[config.mk]
export PLATFORM = sky130hd
export DESIGN_NAME = tlsa_core
export DESIGN_NICKNAME = d
export VERILOG_FILES = /design/src/tlsa_pkg.sv /design/src/tlsa_core.sv
export VERILOG_INCLUDE_DIRS = /design/src
export SDC_FILE = /design/constraint.sdc
export NUM_CORES = 1
export LEC_CHECK = 0
export BUFFER_PORTS_ARGS = -buffer_cell sky130_fd_sc_hd__buf_2
export CORE_UTILIZATION = 30
export DETAILED_ROUTE_END_ITERATION = 8
export GPL_ROUTABILITY_DRIVEN = 0
export PLACE_DENSITY = 0.6
export REMOVE_ABC_BUFFERS = 1
export SKIP_CTS_REPAIR_TIMING = 1
export SYNTH_ARGS = -nofsm -noshare
export SYNTH_HDL_FRONTEND = slang
export SYNTH_SLANG_ARGS = --single-unit
[constraint.sdc]
create_clock -name i_sys_clk -period 3.5 [get_ports i_sys_clk]
set_input_delay 0.175 -clock i_sys_clk [delete_from_list [all_inputs] [get_ports i_sys_clk]]
set_output_delay 0.175 -clock i_sys_clk [all_outputs]
set_load 0.02 [all_outputs]
[src/tlsa_map.svh]
// Register offsets, bit positions and timing figures of the limit, status and alert block.
// Assumes inclusion by bare name from the block's design file.
`ifndef TLSA_MAP_SVH
`define TLSA_MAP_SVH

`define TLSA_OFS_FLAGS1      8'h4f
`define TLSA_OFS_FLAGS2      8'h50
`define TLSA_OFS_FLAGS3      8'h51
`define TLSA_OFS_CFG1        8'h01
`define TLSA_OFS_MASK1       8'h08
`define TLSA_OFS_MASK2       8'h09
`define TLSA_OFS_MASK3       8'h0a
`define TLSA_CFG1_MON_BIT    0
`define TLSA_CFG1_CMP_BIT    3
`define TLSA_CFG1_RESET      8'h01
`define TLSA_MASK_RESET      8'h00
`define TLSA_FLAGS_RESET     8'h00
`define TLSA_FLAGS2_USED     8'hfc
`define TLSA_FLAGS3_USED     8'he0
`define TLSA_PIN_BIT         2
`define TLSA_ALERT_BIT       0
`define TLSA_LOCAL_SLOT_MS   11
`define TLSA_REMOTE_SLOT_MS  32
`define TLSA_CLK_KHZ         125000

`endif

[src/tlsa_pkg.sv]
// Types shared by the limit, status and alert block.
// Assumes nothing of its surroundings.
package tlsa_pkg;
    typedef enum logic [1:0] {
        TLSA_CH_LOCAL,
        TLSA_CH_REMOTE_ONE,
        TLSA_CH_REMOTE_TWO,
        TLSA_CH_IDLE
    } tlsa_chan_e;
endpackage
[src/tlsa_core.sv]
// Limit comparison, sticky status registers and alert output of a temperature monitor.
// Assumes a register port with one-cycle read and write strobes, synchronous to i_sys_clk.
// How it works
// - high flag when value at or above limit
// - low flag only when value below limit
// - monitoring starts at reset, restarts on enable
// - clearing enable stops the round robin
// - each finished conversion stores its value register
// - local slot 11 ms, remote slots 32 ms
// - after the cycle, restart at first channel
// - fan inputs sampled independent of temperature sequence
// - status bit one means out of limit
// - sticky until condition gone, then read or response
// - first status register bit order fixed
// - diode fault flags open or shorted diode
// - second register overtemp, percent, asserted flags
// - pin state clears on read or response once idle; never comparator alert
// - third register fan stalls and alarm speed
// - third register bit zero shows alert driven
// - mask bits gate alert, status still sets
// - any unmasked out of limit drives alert low
// - latched mode holds alert until cleared
// - comparator mode releases alert when in limit
// - config bit three selects comparator mode
`timescale 1ns/100ps
`include "tlsa_map.svh"

module tlsa_core #(
    parameter int W                = 8,
    parameter int LOCAL_SLOT_CYC   = `TLSA_LOCAL_SLOT_MS * `TLSA_CLK_KHZ,
    parameter int REMOTE_SLOT_CYC  = `TLSA_REMOTE_SLOT_MS * `TLSA_CLK_KHZ
) (
    input  wire logic         i_sys_clk,       // System clock, 125 MHz.
    input  wire logic         i_rst_b,         // Synchronous reset, active low.
    input  wire logic [7:0]   i_reg_addr,      // Register address.
    input  wire logic         i_reg_wr,        // One-cycle write strobe.
    input  wire logic         i_reg_rd,        // One-cycle read strobe.
    input  wire logic [7:0]   i_reg_wdata,     // Write data.
    input  wire logic         i_ara_done,      // Pulse: alert-response transaction completed.
    input  wire logic [W-1:0] i_adc_value,     // Result of the current conversion.
    input  wire logic         i_diode_fault,   // Diode open or short on the current channel.
    input  wire logic [W-1:0] i_high_lim0,     // Local high limit.
    input  wire logic [W-1:0] i_high_lim1,     // Remote one high limit.
    input  wire logic [W-1:0] i_high_lim2,     // Remote two high limit.
    input  wire logic [W-1:0] i_low_lim0,      // Local low limit.
    input  wire logic [W-1:0] i_low_lim1,      // Remote one low limit.
    input  wire logic [W-1:0] i_low_lim2,      // Remote two low limit.
    input  wire logic [W-1:0] i_ot_lim0,       // Local overtemperature limit.
    input  wire logic [W-1:0] i_ot_lim1,       // Remote one overtemperature limit.
    input  wire logic [W-1:0] i_ot_lim2,       // Remote two overtemperature limit.
    input  wire logic         i_ontime_exc,    // Overtemp pin on-time percentage exceeded.
    input  wire logic         i_overtemp_pin,  // Overtemperature pin active level.
    input  wire logic         i_fan_one_stall, // Fan one stalled.
    input  wire logic         i_fans_alarm,    // Both fans at alarm speed.
    input  wire logic         i_fan_two_stall, // Fan two stalled.
    output logic [7:0]        o_reg_rdata,     // Read data, valid the cycle after i_reg_rd.
    output logic [1:0]        o_channel,       // Channel being converted.
    output logic              o_conv_busy,     // Round robin running.
    output logic              o_value_we,      // Pulse: store o_value_data for o_value_chan.
    output logic [1:0]        o_value_chan,    // Channel of the stored value.
    output logic [W-1:0]      o_value_data,    // Value to store.
    output logic              o_overtemp_out,  // Overtemp output asserted by a limit.
    output logic              o_alert_out,     // Open-drain alert output level, always 0.
    output logic              o_alert_oe       // High while the alert line is pulled low.
);

    // ****************************************
    // Configuration and masks
    // ****************************************
    logic [7:0]  cfg1;
    logic [7:0]  mask1;
    logic [7:0]  mask2;
    logic [7:0]  mask3;
    logic        mon_en;
    logic        cmp_mode;

    assign mon_en   = cfg1[`TLSA_CFG1_MON_BIT];
    assign cmp_mode = cfg1[`TLSA_CFG1_CMP_BIT];

    always_ff @(posedge i_sys_clk) begin
        if (!i_rst_b) begin
            cfg1  <= `TLSA_CFG1_RESET;
            mask1 <= `TLSA_MASK_RESET;
            mask2 <= `TLSA_MASK_RESET;
            mask3 <= `TLSA_MASK_RESET;
        end else if (i_reg_wr) begin
            case (i_reg_addr)
                `TLSA_OFS_CFG1:  cfg1  <= i_reg_wdata;
                `TLSA_OFS_MASK1: mask1 <= i_reg_wdata;
                `TLSA_OFS_MASK2: mask2 <= i_reg_wdata;
                `TLSA_OFS_MASK3: mask3 <= i_reg_wdata;
                default: ;
            endcase
        end
    end

    // ****************************************
    // Round-robin sequencer
    // ****************************************
    tlsa_pkg::tlsa_chan_e chan;
    logic [31:0]          slot_cnt;
    logic [31:0]          slot_len;
    logic                 slot_end;

    assign slot_len = (chan == tlsa_pkg::TLSA_CH_LOCAL) ? 32'(LOCAL_SLOT_CYC) : 32'(REMOTE_SLOT_CYC);
    assign slot_end = mon_en && (chan != tlsa_pkg::TLSA_CH_IDLE) && (slot_cnt == slot_len - 32'h1);

    always_ff @(posedge i_sys_clk) begin
        if (!i_rst_b) begin
            chan     <= tlsa_pkg::TLSA_CH_LOCAL;
            slot_cnt <= 32'h0;
        end else if (!mon_en) begin
            chan     <= tlsa_pkg::TLSA_CH_IDLE;
            slot_cnt <= 32'h0;
        end else begin
            case (chan)
                tlsa_pkg::TLSA_CH_IDLE: begin
                    chan <= tlsa_pkg::TLSA_CH_LOCAL;
                end
                default: begin
                    if (slot_end) begin
                        slot_cnt <= 32'h0;
                        case (chan)
                            tlsa_pkg::TLSA_CH_LOCAL:      chan <= tlsa_pkg::TLSA_CH_REMOTE_ONE;
                            tlsa_pkg::TLSA_CH_REMOTE_ONE: chan <= tlsa_pkg::TLSA_CH_REMOTE_TWO;
                            default:                      chan <= tlsa_pkg::TLSA_CH_LOCAL;
                        endcase
                    end else begin
                        slot_cnt <= slot_cnt + 32'h1;
                    end
                end
            endcase
        end
    end

    // Value register write strobe, issued as each slot ends.
    always_ff @(posedge i_sys_clk) begin
        if (!i_rst_b) begin
            o_value_we   <= 1'b0;
            o_value_chan <= 2'h0;
            o_value_data <= '0;
            o_channel    <= 2'h0;
            o_conv_busy  <= 1'b0;
        end else begin
            o_value_we   <= slot_end;
            o_value_chan <= chan;
            o_value_data <= i_adc_value;
            o_channel    <= chan;
            o_conv_busy  <= mon_en;
        end
    end

    // ****************************************
    // Limit comparison
    // ****************************************
    logic [W-1:0] hi_lim;
    logic [W-1:0] lo_lim;
    logic [W-1:0] ot_lim;
    logic [2:0]   hi_hit;
    logic [2:0]   lo_hit;
    logic [2:0]   ot_hit;
    logic [2:0]   df_hit;
    logic [2:0]   ot_cond;

    always_comb begin
        case (chan)
            tlsa_pkg::TLSA_CH_REMOTE_ONE: begin hi_lim = i_high_lim1; lo_lim = i_low_lim1; ot_lim = i_ot_lim1; end
            tlsa_pkg::TLSA_CH_REMOTE_TWO: begin hi_lim = i_high_lim2; lo_lim = i_low_lim2; ot_lim = i_ot_lim2; end
            default:                      begin hi_lim = i_high_lim0; lo_lim = i_low_lim0; ot_lim = i_ot_lim0; end
        endcase
    end

    // Conditions latch per channel at each slot end so that they persist until re-measured.
    always_ff @(posedge i_sys_clk) begin
        if (!i_rst_b) begin
            hi_hit <= 3'h0;
            lo_hit <= 3'h0;
            ot_hit <= 3'h0;
            df_hit <= 3'h0;
        end else if (slot_end) begin
            hi_hit[chan] <= (i_adc_value >= hi_lim);
            lo_hit[chan] <= (i_adc_value < lo_lim);
            ot_hit[chan] <= (i_adc_value >= ot_lim);
            df_hit[chan] <= i_diode_fault && (chan != tlsa_pkg::TLSA_CH_LOCAL);
        end
    end
    assign ot_cond = ot_hit;

    // ****************************************
    // Sticky status registers
    // ****************************************
    logic [7:0] cond1;
    logic [7:0] cond2;
    logic [7:0] cond3;
    logic [7:0] flags1;
    logic [7:0] flags2;
    logic [7:0] flags3;
    logic       rd1;
    logic       rd2;
    logic       rd3;

    // Fan inputs are sampled every cycle, never tied to the temperature slots.
    assign cond1 = {hi_hit[0], lo_hit[0], hi_hit[1], lo_hit[1], df_hit[1], hi_hit[2], lo_hit[2], df_hit[2]};
    assign cond2 = {ot_cond[0], ot_cond[1], ot_cond[2], i_ontime_exc, o_overtemp_out, i_overtemp_pin, 2'h0};
    assign cond3 = {i_fan_one_stall, i_fans_alarm, i_fan_two_stall, 5'h00};

    assign rd1 = (i_reg_rd && i_reg_addr == `TLSA_OFS_FLAGS1) || i_ara_done;
    assign rd2 = (i_reg_rd && i_reg_addr == `TLSA_OFS_FLAGS2) || i_ara_done;
    assign rd3 = (i_reg_rd && i_reg_addr == `TLSA_OFS_FLAGS3) || i_ara_done;

    // A bit clears only where its condition has gone; a present condition always sets.
    always_ff @(posedge i_sys_clk) begin
        if (!i_rst_b) begin
            flags1 <= `TLSA_FLAGS_RESET;
            flags2 <= `TLSA_FLAGS_RESET;
            flags3 <= `TLSA_FLAGS_RESET;
        end else begin
            flags1 <= cond1 | (rd1 ? 8'h00 : flags1);
            flags2 <= (cond2 | (rd2 ? 8'h00 : flags2)) & `TLSA_FLAGS2_USED;
            flags3 <= (cond3 | (rd3 ? 8'h00 : flags3)) & `TLSA_FLAGS3_USED;
        end
    end

    always_ff @(posedge i_sys_clk) begin
        if (!i_rst_b) begin
            o_overtemp_out <= 1'b0;
        end else begin
            o_overtemp_out <= |ot_cond;
        end
    end

    // ****************************************
    // Alert output and read data
    // ****************************************
    logic [7:0] src2_cmp;
    logic       alert_src;
    logic       alert_cond;
    logic       next_alert;

    // The pin-state bit never raises the alert in comparator mode.
    assign src2_cmp   = cmp_mode ? (8'hff ^ (8'h01 << `TLSA_PIN_BIT)) : 8'hff;
    assign alert_src  = |(flags1 & ~mask1) | |(flags2 & ~mask2 & src2_cmp) | |(flags3 & ~mask3);
    assign alert_cond = |(cond1 & ~mask1) | |(cond2 & ~mask2 & src2_cmp) | |(cond3 & ~mask3);
    assign next_alert = cmp_mode ? alert_cond : alert_src;

    always_ff @(posedge i_sys_clk) begin
        if (!i_rst_b) begin
            o_alert_oe <= 1'b0;
        end else begin
            o_alert_oe <= next_alert;
        end
    end
    // The line is open drain, so only its enable ever moves.
    always_ff @(posedge i_sys_clk) begin
        o_alert_out <= 1'b0;
    end

    always_ff @(posedge i_sys_clk) begin
        if (!i_rst_b) begin
            o_reg_rdata <= 8'h00;
        end else if (i_reg_rd) begin
            case (i_reg_addr)
                `TLSA_OFS_FLAGS1: o_reg_rdata <= flags1;
                `TLSA_OFS_FLAGS2: o_reg_rdata <= flags2;
                `TLSA_OFS_FLAGS3: o_reg_rdata <= flags3 | {7'h00, o_alert_oe};
                `TLSA_OFS_CFG1:   o_reg_rdata <= cfg1;
                `TLSA_OFS_MASK1:  o_reg_rdata <= mask1;
                `TLSA_OFS_MASK2:  o_reg_rdata <= mask2;
                `TLSA_OFS_MASK3:  o_reg_rdata <= mask3;
                default:          o_reg_rdata <= 8'h00;
            endcase
        end
    end

    // ****************************************
    // Checks
    // ****************************************
    chk_stuck_cond: assert property (@(posedge i_sys_clk) disable iff (!i_rst_b)
        ##1 ($past(cond1) & ~flags1) == 8'h00) else $error("Present condition not flagged.");
    chk_event_wins: assert property (@(posedge i_sys_clk) disable iff (!i_rst_b)
        rd1 && cond1[7] |=> flags1[7]) else $error("Event lost on clearing read.");
    chk_sticky_hold: assert property (@(posedge i_sys_clk) disable iff (!i_rst_b)
        flags1[6] && !rd1 |=> flags1[6]) else $error("Status bit dropped without read.");
    chk_mask_gate: assert property (@(posedge i_sys_clk) disable iff (!i_rst_b)
        !cmp_mode && (flags1 & ~mask1) == 8'h00 && (flags2 & ~mask2) == 8'h00 && (flags3 & ~mask3) == 8'h00
        |=> !o_alert_oe)
        else $error("Alert with no status.");
    chk_cmp_release: assert property (@(posedge i_sys_clk) disable iff (!i_rst_b)
        cmp_mode && !alert_cond |=> !o_alert_oe) else $error("Comparator alert not released.");
    chk_latched_hold: assert property (@(posedge i_sys_clk) disable iff (!i_rst_b)
        !cmp_mode && o_alert_oe && !$past(rd1) && !$past(rd2) && !$past(rd3) && $stable(mask1) && $stable(mask2)
        && $stable(mask3) && $stable(cfg1) |=> o_alert_oe) else $error("Latched alert released early.");
    chk_standby: assert property (@(posedge i_sys_clk) disable iff (!i_rst_b)
        !mon_en |=> !o_value_we && chan == tlsa_pkg::TLSA_CH_IDLE) else $error("Round robin did not stop.");
    chk_value_store: assert property (@(posedge i_sys_clk) disable iff (!i_rst_b)
        slot_end |=> o_value_we && o_value_chan == $past(chan)) else $error("Value not stored.");
    chk_wrap: assert property (@(posedge i_sys_clk) disable iff (!i_rst_b)
        slot_end && chan == tlsa_pkg::TLSA_CH_REMOTE_TWO |=> chan == tlsa_pkg::TLSA_CH_LOCAL)
        else $error("Round robin did not restart.");

    cov_latched: cover property (@(posedge i_sys_clk) disable iff (!i_rst_b) !cmp_mode && $rose(o_alert_oe));
    cov_cmp: cover property (@(posedge i_sys_clk) disable iff (!i_rst_b) cmp_mode && $fell(o_alert_oe));
    cov_race: cover property (@(posedge i_sys_clk) disable iff (!i_rst_b) rd1 && |cond1);
    cov_ara: cover property (@(posedge i_sys_clk) disable iff (!i_rst_b) i_ara_done && o_alert_oe);

endmodule

==> After elaboration in Yosys (flattened, before gate mapping) <==
Cells that the tools add are included.
{ "word_totals": {"register_bits": 124, "out_inout_bits": 25, "inputBits": 107, "wordCells": 106} }
{ "classes": {"add_sub_neg": 2, "reduce_logical": 24, "n_lt_le_gt_ge": 5, "n_eq_ne": 13, "mux": 21, "bitwise": 19} }
{ "op_table": {"columns": ["op", "count"], "rows": [
  ["$and A8 B8 Y8", 8],
  ["$pmux W8 S7", 1],
  ["$pmux W8 S2", 3],
  ["$reduce_or A8 Y1", 6],
  ["$add A32 B1 Y32 const B", 1],
  ["$eq A32 B32 Y1", 1],
  ["$mux W32", 1],
  ["$eq A8 B4 Y1 const B", 3],
  ["$eq A8 B7 Y1 const B", 3],
  ["$mux W8", 3],
  ["$not A8 Y8", 3],
  ["$or A8 B8 Y8", 3],
  ["$sub A22 B1 Y23 const B", 1],
  ["$mux W22", 1],
  ["$ge A8 B8 Y1", 2],
  ["$bwmux W3", 4],
  ["$reduce_and A2 Y1", 5],
  ["$eq A8 B1 Y1 const B", 1],
  ["$lt A8 B8 Y1", 1],
  ["$or A8 B1 Y8", 1],
  ["$logic_and A1 B1 Y1", 7],
  ["$mux W2", 3],
  ["$eq A2 B2 Y1 const B", 2],
  ["$or A1 B1 Y1", 4],
  ["13 further kinds", 16]
]} }

==> Logic depth before layout (Yosys ltp) <==
Gate-level depths: netlist of the first run.
{ "logic_depth": {"word_depth": 8, "mapped_depth": 14, "mapped_depth_nobuf": 12} }

==> Least setup slack after synthesis of the first run <==
No wires, ideal clock.
{ "synth_path": {"path_type": "register -> register", "from": "register chan[0]", "to": "register hi_hit[2]", "path_stages_with_launch": 13, "period_less_slack_ns": 2.720, "arrival_time_ns": 2.604, "n_path_buf": 2, "t_required_ns": 3.384, "slack_ns": 0.780, "setup_ns": 0.116, "cell_sequence": "dfxtp_1 inv_1 ha_1 clkbuf_1 clkbuf_1 a21oi_1 ha_1 nand2b_1 a211oi_1 nor3_1 a211oi_1 o21ai_0 o211a_1"} }
{ "synth_between": {"elab_chain_cells": 5, "elab_cells_between_ends": 17, "cone_classes": "1 x add/sub; 3 x order compare; 4 x eq/ne; 5 x mux; 4 x reduce/logical"} }
{ "synth_lines": {"columns": ["item", "line", "rtl"], "rows": [
  ["start, declared", "tlsa_core.sv:100", "tlsa_pkg::tlsa_chan_e chan;"],
  ["start signal, assigned", "tlsa_core.sv:110", "chan <= tlsa_pkg::TLSA_CH_LOCAL;"],
  ["start signal, assigned", "tlsa_core.sv:113", "chan <= tlsa_pkg::TLSA_CH_IDLE;"],
  ["start signal, assigned", "tlsa_core.sv:118", "chan <= tlsa_pkg::TLSA_CH_LOCAL;"],
  ["$logic_not A2 Y1, or another cell as far along", "tlsa_core.sv:105", "assign slot_len = (chan == tlsa_pkg::TLSA_CH_LOCAL) ? 32'(LOCAL_SLOT_CYC) : 32'(REMOTE_SLOT_CYC);"],
  ["$mux W22 or $logic_and A1 B1 Y1 (tied branches)", "tlsa_core.sv:105, tlsa_core.sv:181", null],
  ["$sub A22 B1 Y23 or $mux W1 (tied branches)", "tlsa_core.sv:106, tlsa_core.sv:181", null],
  ["$eq A32 B32 Y1 or $demux W1 S2 (tied branches)", "tlsa_core.sv:106, tlsa_core.sv:181", null],
  ["$logic_and A1 B1 Y1 or $bwmux W3 (tied branches)", "tlsa_core.sv:106, tlsa_core.sv:181", null],
  ["end signal, assigned by index", "tlsa_core.sv:181", "hi_hit[chan] <= (i_adc_value >= hi_lim);"],
  ["end, declared", "tlsa_core.sv:159", "logic [2:0] hi_hit;"]
]} }
Parallel ways exist; a longest one is shown, timed or not.
A chain may end at the register's enable or synchronous reset.

==> Worst setup path after layout of the first run <==
{ "layout_path": {"from": "register chan[0]", "to": "register hi_hit[0]"} }
Same word-level chain as after synthesis.

==> qor.json, run 1 <==
{
  "synthesis": {
    "synth-adder-area-share": 0.0578,
    "synthesis.yosys.warnings": 0,
    "yosys.area_share.simple": 0.245,
    "netlist_top_cells_count": "116 x sky130_fd_sc_hd__dfxtp_1, 68 x sky130_fd_sc_hd__nand2_1, 54 x sky130_fd_sc_hd__nor2_1, 49 x sky130_fd_sc_hd__nor2b_1, 41 x sky130_fd_sc_hd__o21ai_0",
    "synth_top_flop_cell": "sky130_fd_sc_hd__dfxtp_1",
    "cell_types_occupying_the_most_area_after_synthesis": "sky130_fd_sc_hd__dfxtp_1 37%, sky130_fd_sc_hd__ha_1 5.8%, sky130_fd_sc_hd__mux2i_1 5.7%",
    "post_synth_xor_area_fraction": 0.0433,
    "synth-seq-cells": 116,
    "synth.largest_area_cell": "sky130_fd_sc_hd__dfxtp_1",
    "netlist_area_before_placement_um2": 6270,
    "yosysMostFrequentCell": "sky130_fd_sc_hd__dfxtp_1",
    "synth_top_family_by_area": "simple AND/OR/NAND/NOR gates",
    "synth_edf_count": 0,
    "synth_top_area_share": 0.370,
    "async_reset_ff_frac": 0,
    "postSynthCellCount": 732,
    "ys_types": 67,
    "synth_compound_gate_area_share": 0.177,
    "yosys-mux-area-fraction": 0.0574,
    "synth_sequential_area_ratio": 0.370,
    "avg_inst_size_synth_um2": 8.57
  },
  "power": {
    "peakVddDrop_mv": 0.411,
    "share_clk_of_total_power": 0.547,
    "power.switching_uw": 790,
    "leakagePower_nw": 3.30,
    "power.density_cell_area_nw_per_um2": 450,
    "total_power_mw": 3.51,
    "internal_power_mw": 2.72,
    "sequentialPowerShare": 0.383,
    "power_switching_share": 0.225,
    "p_comb_frac": 0.071
  },
  "setup_path": {
    "cp_max_fo": 29,
    "critPathArrivalTime_ns": 3.21,
    "critPathKind": "reg2reg",
    "regToRegEndpoint": "hi_hit[0]",
    "worstSetupEndpointType": "flip-flop",
    "r2r-start": "chan[0]",
    "internal_reg_to_reg_setup_slack_ns": 0.59,
    "critical_path.endpoint": "hi_hit[0]",
    "worstPathRequired_ns": 3.80,
    "reg2reg_path_depth": 9,
    "startpoint": "chan[0]",
    "critPathLaunchType": "flip-flop"
  },
  "layout": {
    "proportion_of_layout_cells_with_a_drive_suffix_above_1": 0.218,
    "nets": 989,
    "ff_latch_area_um2": 2320,
    "finalInstanceArea_um2": 7810,
    "fillCellCount": 2083,
    "synthToLayoutAreaGrowth_pct": 24.5,
    "diodes": 0,
    "fin_cells": 1136,
    "share_of_the_core_filled_with_cells_in_the_final_layout": 0.384,
    "multi_input_comb_area_um2": 3640
  },
  "global_route": {
    "largest_net_degree_at_the_start_of_global_routing": 60,
    "global_route.overflow_total": 0,
    "number_of_antenna_violations_at_the_first_check_in_global_routing": 0,
    "first_global_vias": 5269,
    "grt_pass1_wl_um": 28300,
    "track_usage": 0.169
  },
  "timing": {
    "final.period_utilization": 0.830,
    "finalWorstPathRequiredPeriod_ns": 2.91,
    "timing.final.hold_violations": 0,
    "final_hold_slack_ns": 0.0325,
    "clock_skew_ns": 0.00926,
    "timing.final.ws_setup_ns": 0.594,
    "final-setup-viol-count": 0,
    "slew_violations": 0,
    "fmax_mhz": 344,
    "rsz0062_at_grt": "false",
    "timing.setup.tns_ns": 0,
    "slew-limit-headroom": 0.348,
    "max_slew.worst_pin.slew_ns": 0.975
  },
  "die": {
    "placementRows": 52,
    "die_height_um": 147,
    "initial_utilization": 0.308,
    "core-area_um2": 20400,
    "pin_count": 132,
    "die_area_um2": 21500,
    "dieWidth_um": 147
  },
  "placement": {
    "preCtsSetupSlack_ns": 0.596,
    "placement.cell_area_um2": 7150,
    "placement.io_buffers": 130,
    "dpl.hpwl_um": 13200,
    "numPlacedInstances": 1103
  },
  "cts": {
    "cts_root_buffer": "sky130_fd_sc_hd__clkbuf_16",
    "clock_latency_reported_for_the_late_side_of_the_worst_skew_pair_ns": 0.42,
    "cts_buffer_depth": 2,
    "numClockSinks": 116,
    "clkTransAtPathRegs_ns": 0.06,
    "htreeDepth": 4,
    "cts_tree": "done",
    "numCtsBuffers": 17
  },
  "route": {
    "viasPerCell": 5.05,
    "drt_wl_total_um": 17900,
    "antenna_left": 0,
    "detailedRoute.firstIterationViolations": 353,
    "routed-via-count": 5736,
    "drc": 0,
    "average_wire_per_standard_cell_um": 15.8,
    "detailedRoute.firstPassIterationCount": 7
  },
  "worst_hold_path": {
    "min-delay-start": "i_adc_value[0]",
    "timing.hold.worst.class": "in2reg"
  },
  "job": {
    "max_cap_violations": 0
  },
  "outcome": {
    "status": "finished clean"
  }
}
worst min path at each step:
stage | to | slack [ns] | cells after the start
finish | o_value_data[0] | 0.03 | 2
global route | flags2[4] | 0.03 | 3
CTS | flags2[2] | -0.02 | 3
detailed placement | flags2[2] | 0.44 | 3
global placement | flags2[2] | 0.41 | 3
floorplan | cfg1[0] | 0.25 | 1
state kept, by name, summed over array words and instances, names as in the netlist:
signal          count
cfg1                8
chan                2
df_hit              2
flags1              8
flags2              6
flags3              3
hi_hit              3
lo_hit              3
mask1               8
mask2               8
mask3               8
o_alert_oe          1
o_conv_busy         1
o_overtemp_out      1
o_reg_rdata         8
o_value_chan        2
o_value_data        8
o_value_we          1
ot_cond             3
slot_cnt           32
layout make-up:
type                    instances  share of cell area
multi-input cells             545               0.467
repair buffers                138              0.0929
flip-flops and latches        116               0.297
clock buffers                  19              0.0567
clock inverters                13              0.0263
inverters                      35              0.0168
well taps                     270              0.0433
layout by cell type, fill, tap and decap left out, types with 10 or more instances in the layout:
master,count
sky130_fd_sc_hd__a22oi_1,25
sky130_fd_sc_hd__xor2_1,16
sky130_fd_sc_hd__nand3_1,30
sky130_fd_sc_hd__nand2_1,68
sky130_fd_sc_hd__nor2_1,54
sky130_fd_sc_hd__nor3_1,10
sky130_fd_sc_hd__mux2i_1,36
sky130_fd_sc_hd__and2_1,12
sky130_fd_sc_hd__o21ai_0,41
sky130_fd_sc_hd__buf_2,130
sky130_fd_sc_hd__inv_1,35
sky130_fd_sc_hd__clkbuf_16,17
sky130_fd_sc_hd__dfxtp_1,116
sky130_fd_sc_hd__a21oi_1,34
sky130_fd_sc_hd__nand4_1,12
sky130_fd_sc_hd__ha_1,29
sky130_fd_sc_hd__xnor2_1,15
sky130_fd_sc_hd__nor2b_1,49
critical path, cell delays in order (launching register included):
cell,delay [ns]
sky130_fd_sc_hd__dfxtp_1,0.41
sky130_fd_sc_hd__inv_1,0.09
sky130_fd_sc_hd__ha_1,0.64
sky130_fd_sc_hd__buf_4,0.35
sky130_fd_sc_hd__o21ai_0,0.14
sky130_fd_sc_hd__ha_1,0.31
sky130_fd_sc_hd__a21o_1,0.18
sky130_fd_sc_hd__a211oi_1,0.22
sky130_fd_sc_hd__o21ai_0,0.19
sky130_fd_sc_hd__o211a_1,0.26
metal layers:
layer | track usage | up-vias | routed length (um) | part of all wire
met4 | 0.0443 | 0 | 178 | 0.0099
met5 | 0 | - | 0 | 0
met1 | 0.241 | 2656 | 8750 | 0.49
met3 | 0.0388 | 13 | 1240 | 0.069
li1 | - | 2844 | - | -
met2 | 0.254 | 223 | 7730 | 0.43
cell families after synthesis:
kind of cell / after synthesis
compound gates: 166
flops: 116
buf+inv: 71
simple gates: 282
other cells: 1
fa+ha+maj: 29
xor+xnor: 31
mux: 36
power by group through the flow:
stage | logic [mW] | clock network [mW] | registers, mW
6_report | 0.248 | 1.92 | 1.34
3_3_place_gp | 0.245 | 0 | 1.37
4_1_cts | 0.249 | 1.96 | 1.34
5_1_grt | 0.275 | 2.02 | 1.34
2_1_floorplan | 0.101 | 0 | 1.38
3_5_place_dp | 0.247 | 0 | 1.37
Note: power is estimated with default switching activity, not from simulation.
==> inputs of run 2 (changes only) <==
==> constraint.sdc (replaced) <==
create_clock -name i_sys_clk -period 2.95 [get_ports i_sys_clk]
set_input_delay 0.1475 -clock i_sys_clk [delete_from_list [all_inputs] [get_ports i_sys_clk]]
set_output_delay 0.1475 -clock i_sys_clk [all_outputs]
set_load 0.02 [all_outputs]
==> run 2 against run 1 <==
  * The flow now finishes with violations (hold timing)
  * Worst setup slack worse by 0.43 ns
  * Critical path type unchanged
  * Register-to-register slack worse by 0.43 ns
  * Sequential share of layout area down 0.14 points
  * Largest cell class unchanged
  * Critical path depth up 3
  * Hold slack worse by 0.048 ns
  * Design area up 0.48%
  * Sequential power up 19%
  * Non-clock buffer count up 9
==> qor.json, run 2 (synthesis results as in run 1) <==
{
  "timing": {
    "final.period_utilization": 0.945,
    "timing.final.ws_setup_ns": 0.162,
    "fmax_mhz": 359,
    "final-setup-viol-count": 0,
    "slew_violations": 0,
    "slew-limit-headroom": 0.389,
    "finalWorstPathRequiredPeriod_ns": 2.79,
    "timing.final.hold_violations": 1,
    "rsz0062_at_grt": "false",
    "clock_skew_ns": 0.0106,
    "final_hold_slack_ns": -0.0152,
    "timing.setup.tns_ns": 0,
    "max_slew.worst_pin.slew_ns": 0.915
  },
  "die": {
    "core-area_um2": 20400,
    "placementRows": 52,
    "die_height_um": 147,
    "initial_utilization": 0.308,
    "pin_count": 132,
    "dieWidth_um": 147,
    "die_area_um2": 21500
  },
  "power": {
    "share_clk_of_total_power": 0.530,
    "power_switching_share": 0.219,
    "peakVddDrop_mv": 0.416,
    "power.density_cell_area_nw_per_um2": 514,
    "leakagePower_nw": 3.33,
    "sequentialPowerShare": 0.396,
    "internal_power_mw": 3.15,
    "p_comb_frac": 0.074,
    "power.switching_uw": 882
  },
  "outcome": {
    "status": "finished, violations left",
    "violations": "hold timing"
  },
  "placement": {
    "numPlacedInstances": 1113,
    "preCtsSetupSlack_ns": 0.164,
    "dpl.hpwl_um": 13400,
    "placement.io_buffers": 130
  },
  "layout": {
    "fin_cells": 1144,
    "leading_cell_type_in_the_layout_fill_and_taps_excluded": "sky130_fd_sc_hd__buf_2",
    "mostFrequentLayoutCells": "130 x sky130_fd_sc_hd__buf_2, 116 x sky130_fd_sc_hd__dfxtp_1, 68 x sky130_fd_sc_hd__nand2_1, 54 x sky130_fd_sc_hd__nor2_1, 49 x sky130_fd_sc_hd__nor2b_1",
    "nets": 998,
    "proportion_of_layout_cells_with_a_drive_suffix_above_1": 0.227,
    "share_of_the_core_filled_with_cells_in_the_final_layout": 0.385,
    "synthToLayoutAreaGrowth_pct": 25.1,
    "fillCellCount": 2087,
    "number_of_flip_flops_in_the_largest_register": 32,
    "diodes": 0,
    "top_register": "slot_cnt"
  },
  "global_route": {
    "grt_pass1_wl_um": 29300,
    "first_global_vias": 5545,
    "largest_net_degree_at_the_start_of_global_routing": 49,
    "global_route.overflow_total": 0,
    "number_of_antenna_violations_at_the_first_check_in_global_routing": 0,
    "track_usage": 0.172
  },
  "route": {
    "viasPerCell": 5.00,
    "antenna_left": 0,
    "drt_wl_total_um": 17700,
    "drc": 0,
    "average_wire_per_standard_cell_um": 15.5,
    "detailedRoute.firstPassIterationCount": 5,
    "routed-via-count": 5721,
    "detailedRoute.firstIterationViolations": 360
  },
  "cts": {
    "cts_buffer_depth": 2,
    "cts_root_buffer": "sky130_fd_sc_hd__clkbuf_16",
    "numClockSinks": 116,
    "clkTransAtPathRegs_ns": 0.05,
    "numCtsBuffers": 17,
    "cts_tree": "done",
    "htreeDepth": 4,
    "clock_latency_reported_for_the_late_side_of_the_worst_skew_pair_ns": 0.41
  },
  "setup_path": {
    "regToRegEndpoint": "hi_hit[0]",
    "critPathBufInv": 2,
    "internal_reg_to_reg_setup_slack_ns": 0.16,
    "delay_contributed_by_the_slowest_stage_of_the_critical_path_ns": 0.40,
    "r2r-start": "chan[0]",
    "worstPathRequired_ns": 3.24,
    "critPathKind": "reg2reg",
    "critPathLaunchType": "flip-flop",
    "crit_cells": 12,
    "critPathArrivalTime_ns": 3.08,
    "cp_max_fo": 48,
    "worstSetupEndpointType": "flip-flop",
    "reg2reg_path_depth": 12,
    "timing.critical_path.max_delay_family": "compound AO/OA/AOI/OAI gates",
    "cp_cell_instances": "inv_1, ha_1, buf_12, nor2_1, a21oi_1, ha_1, nand2b_1, a211oi_1, nor3_1, a211oi_1, o21ai_0, o211a_1",
    "worst_path_max_delay_cell": "sky130_fd_sc_hd__dfxtp_1"
  },
  "worst_hold_path": {
    "hold_path_depth": 3,
    "timing.hold.worst.class": "in2reg",
    "min-delay-start": "i_overtemp_pin",
    "worstHoldEndpoint": "flags2[2]"
  },
  "job": {
    "max_cap_violations": 0
  }
}
## run 2: cell types whose count changed in the layout (fill, tap and decap cells not counted), sizes merged
cell         change
buf             +10
bufinv           -2
clkbuf           +4
clkinv           -2
dlygate4sd3      -1
inv              -1
## run 2: area by class of cell
class                           count  area, um2  share of cell area
Multi-Input combinational cell    545       3640               0.464
Clock buffer                       23        498              0.0635
Sequential cell                   116       2320               0.296
Tap cell                          270        338              0.0430
Inverter                           35        131              0.0167
Timing Repair Buffer              147        791               0.101
Clock inverter                      8        123              0.0156
## run 2: power by group through the flow
| stage | Combinational, mW | Sequential (mW) | Clock [mW] |
|---|---|---|---|
| 2_1_floorplan | 0.120 | 1.64 | 0 |
| 3_3_place_gp | 0.298 | 1.63 | 0 |
| 3_5_place_dp | 0.297 | 1.63 | 0 |
| 4_1_cts | 0.298 | 1.60 | 2.18 |
| 5_1_grt | 0.328 | 1.60 | 2.27 |
| 6_report | 0.297 | 1.60 | 2.14 |
## run 2: worst reg2reg max path, delay by kind of cell, from the launching register on
kind | cells | cell delay (ns)
AND/OR/NAND/NOR | 3 | 0.29
flip-flops | 1 | 0.40
adder cells (fa/ha/maj) | 2 | 0.56
AO/OA/AOI/OAI | 5 | 1.12
buffers and inverters | 2 | 0.29
## run 2: per-layer routing
layer / vias up / track usage / wire [um]
met2: 213 / 0.255 / 7560
met5: - / 0 / 0
li1: 2869 / - / -
met3: 19 / 0.0378 / 1130
met4: 0 / 0.0500 / 223
met1: 2620 / 0.246 / 8810
## run 2: worst max-delay path by stage
stage	start	endpoint	slack (ns)
global placement	chan[0]	hi_hit[0]	0.20
floorplan	chan[0]	hi_hit[2]	0.08
detailed placement	chan[0]	hi_hit[0]	0.16
finish	chan[0]	hi_hit[0]	0.16
global route	chan[0]	hi_hit[0]	0.006
CTS	chan[0]	hi_hit[0]	0.15
## run 2: metrics by stage
stage,instance area [um2],hold WS [ns],power (mW)
after floorplan,6100,0.219,1.76
after global placement,7230,0.390,1.93
after detailed placement,7230,0.395,1.92
after CTS,7850,-0.0296,4.07
after global routing,7850,0.00275,4.19
final,7850,-0.0152,4.03
==> inputs of run 3 (changes only) <==
--- a/config.mk
+++ b/config.mk
@@ -7,11 +7,12 @@
 export NUM_CORES = 1
 export LEC_CHECK = 0
 export BUFFER_PORTS_ARGS = -buffer_cell sky130_fd_sc_hd__buf_2
-export CORE_UTILIZATION = 30
+export CORE_UTILIZATION = 25
 export DETAILED_ROUTE_END_ITERATION = 8
 export GPL_ROUTABILITY_DRIVEN = 0
-export PLACE_DENSITY = 0.6
+export PLACE_DENSITY = 0.54
 export REMOVE_ABC_BUFFERS = 1
+export SETUP_SLACK_MARGIN = 0.3
 export SKIP_CTS_REPAIR_TIMING = 1
 export SYNTH_ARGS = -nofsm -noshare
 export SYNTH_HDL_FRONTEND = slang
==> run 3 against run 2 <==
  * The flow now finishes without violations
  * Critical path depth stayed put
  * Design area is 0.43% higher
  * Routed wire length is 2.2% higher
  * First-iteration DRC count is 7.5% lower
  * Final cell count is 4.8% higher
  * Non-clock buffer count is 4 higher
  * Clock-buffer cell count is 2 lower
  * Hold slack better by 0.037 ns
  * Via count is 1.1% lower
  * Combinational power hardly changed
  * Clock power is 13% lower
  * Critical path type unchanged
  * Critical endpoint is now ot_cond[2]
  * Largest cell class unchanged
  * Highest routed layer unchanged
==> qor.json, run 3 (synthesis results as in run 1) <==
{
  "setup_path": {
    "cp_cell_instances": "inv_1, ha_2, buf_4, a22oi_1, nand2_1, o21ai_0, ha_1, a211oi_1, nor3_1, a211oi_2, o21ai_2, o211a_1",
    "critPathLaunchType": "flip-flop",
    "r2r-start": "chan[1]",
    "critPathArrivalTime_ns": 2.72,
    "delay_contributed_by_the_slowest_stage_of_the_critical_path_ns": 0.35,
    "reg2reg_path_depth": 12,
    "worstSetupEndpointType": "flip-flop",
    "regToRegEndpoint": "ot_cond[2]",
    "critPathKind": "reg2reg",
    "worst_path_max_delay_cell": "sky130_fd_sc_hd__dfxtp_2",
    "internal_reg_to_reg_setup_slack_ns": 0.53,
    "worstPathRequired_ns": 3.25,
    "cp_max_fo": 7
  },
  "timing": {
    "max_slew.worst_pin.slew_ns": 0.789,
    "fmax_mhz": 414,
    "final-setup-viol-count": 0,
    "slew_violations": 0,
    "finalWorstPathRequiredPeriod_ns": 2.42,
    "timing.final.hold_violations": 0,
    "slew-limit-headroom": 0.474,
    "clock_skew_ns": 0.00693,
    "timing.setup.tns_ns": 0,
    "rsz0062_at_grt": "false",
    "final.period_utilization": 0.819
  },
  "placement": {
    "dpl.hpwl_um": 13700,
    "placement.cell_area_um2": 7300,
    "placement.io_buffers": 130
  },
  "layout": {
    "synthToLayoutAreaGrowth_pct": 25.6,
    "top_register": "slot_cnt",
    "share_of_the_core_filled_with_cells_in_the_final_layout": 0.322,
    "mostFrequentLayoutCells": "130 x sky130_fd_sc_hd__buf_2, 115 x sky130_fd_sc_hd__dfxtp_1, 68 x sky130_fd_sc_hd__nand2_1, 54 x sky130_fd_sc_hd__nor2_1, 49 x sky130_fd_sc_hd__nor2b_1",
    "proportion_of_layout_cells_with_a_drive_suffix_above_1": 0.232,
    "number_of_flip_flops_in_the_largest_register": 32,
    "diodes": 0,
    "fillCellCount": 2626,
    "nets": 1002,
    "finalInstanceArea_um2": 7880,
    "leading_cell_type_in_the_layout_fill_and_taps_excluded": "sky130_fd_sc_hd__buf_2"
  },
  "die": {
    "placementRows": 57,
    "die_area_um2": 25700,
    "pin_count": 132,
    "initial_utilization": 0.256,
    "dieWidth_um": 160,
    "core-area_um2": 24500,
    "die_height_um": 160
  },
  "power": {
    "leakagePower_nw": 3.31,
    "power.density_cell_area_nw_per_um2": 478,
    "peakVddDrop_mv": 0.293
  },
  "route": {
    "detailedRoute.firstIterationViolations": 333,
    "average_wire_per_standard_cell_um": 15.1,
    "antenna_left": 0,
    "detailedRoute.firstPassIterationCount": 5,
    "routed-via-count": 5659,
    "viasPerCell": 4.72,
    "drc": 0,
    "drt_wl_total_um": 18100
  },
  "worst_hold_path": {
    "worstHoldEndpoint": "o_value_data[2]",
    "min-delay-start": "i_adc_value[2]",
    "hold_path_depth": 2,
    "timing.hold.worst.class": "in2reg"
  },
  "global_route": {
    "grt_pass1_wl_um": 29100,
    "largest_net_degree_at_the_start_of_global_routing": 32,
    "track_usage": 0.143,
    "first_global_vias": 5569,
    "number_of_antenna_violations_at_the_first_check_in_global_routing": 0,
    "global_route.overflow_total": 0
  },
  "cts": {
    "clock_latency_reported_for_the_late_side_of_the_worst_skew_pair_ns": 0.42,
    "numCtsBuffers": 17,
    "cts_buffer_depth": 2,
    "cts_tree": "done",
    "cts_root_buffer": "sky130_fd_sc_hd__clkbuf_16",
    "clkTransAtPathRegs_ns": 0.05,
    "numClockSinks": 116,
    "htreeDepth": 4
  },
  "outcome": {
    "status": "finished clean"
  },
  "job": {
    "max_cap_violations": 0
  }
}
## run 3: layout make-up
class                   instances  area (um2)  area share
clock buffers                  21         460      0.0584
clock inverters                 7        60.1     0.00762
inverters                      35         131      0.0167
multi-input cells             545        3680       0.466
flip-flops and latches        116        2320       0.295
well taps                     324         405      0.0514
repair buffers                151         825       0.105
## run 3: how the worst max path moves through the flow
stage / from / end / slack, ns / cells after the start
CTS: chan[1] / ot_cond[1] / 0.19 / 10
detailed placement: chan[1] / ot_cond[1] / 0.19 / 10
floorplan: chan[0] / hi_hit[2] / 0.08 / 11
finish: chan[1] / ot_cond[2] / 0.53 / 12
global route: chan[0] / lo_hit[1] / 0.32 / 12
global placement: chan[1] / ot_cond[2] / 0.26 / 11
## run 3: power by group
| group | internal [mW] | switching, mW | total [mW] |
|---|---|---|---|
| combinational | 0.134 | 0.166 | 0.300 |
| clock | 1.17 | 0.698 | 1.87 |
| sequential | 1.59 | 0.0113 | 1.60 |
## run 3: per-layer routing
| metal | vias to the layer above | part of all wire | track usage |
|---|---|---|---|
| li1 | 2869 | - | - |
| met1 | 2594 | 0.50 | 0.197 |
| met2 | 180 | 0.42 | 0.216 |
| met3 | 16 | 0.061 | 0.0356 |
| met4 | 0 | 0.014 | 0.0485 |
| met5 | - | 0 | 0 |
## run 3: through the flow
step / std cells / worst slack (ns) / hold WS, ns / power [mW]
after floorplan: 696 / 0.0762 / 0.219 / 1.76
after global placement: 1169 / 0.263 / 0.390 / 1.92
after detailed placement: 1169 / 0.193 / 0.403 / 1.92
after CTS: 1197 / 0.188 / -0.0327 / 3.80
after global routing: 1199 / 0.324 / 0.0181 / 3.92
final: 1199 / 0.534 / 0.0217 / 3.77
## run 3: worst max-delay path: cells and delay by family, from the launching register on
kind | cells | cell delay, ns
and+or+nand+nor | 2 | 0.17
adders and majority gates | 2 | 0.48
DFF | 1 | 0.35
buffers and inverters | 2 | 0.26
AOI/OAI and AO/OA | 6 | 1.03
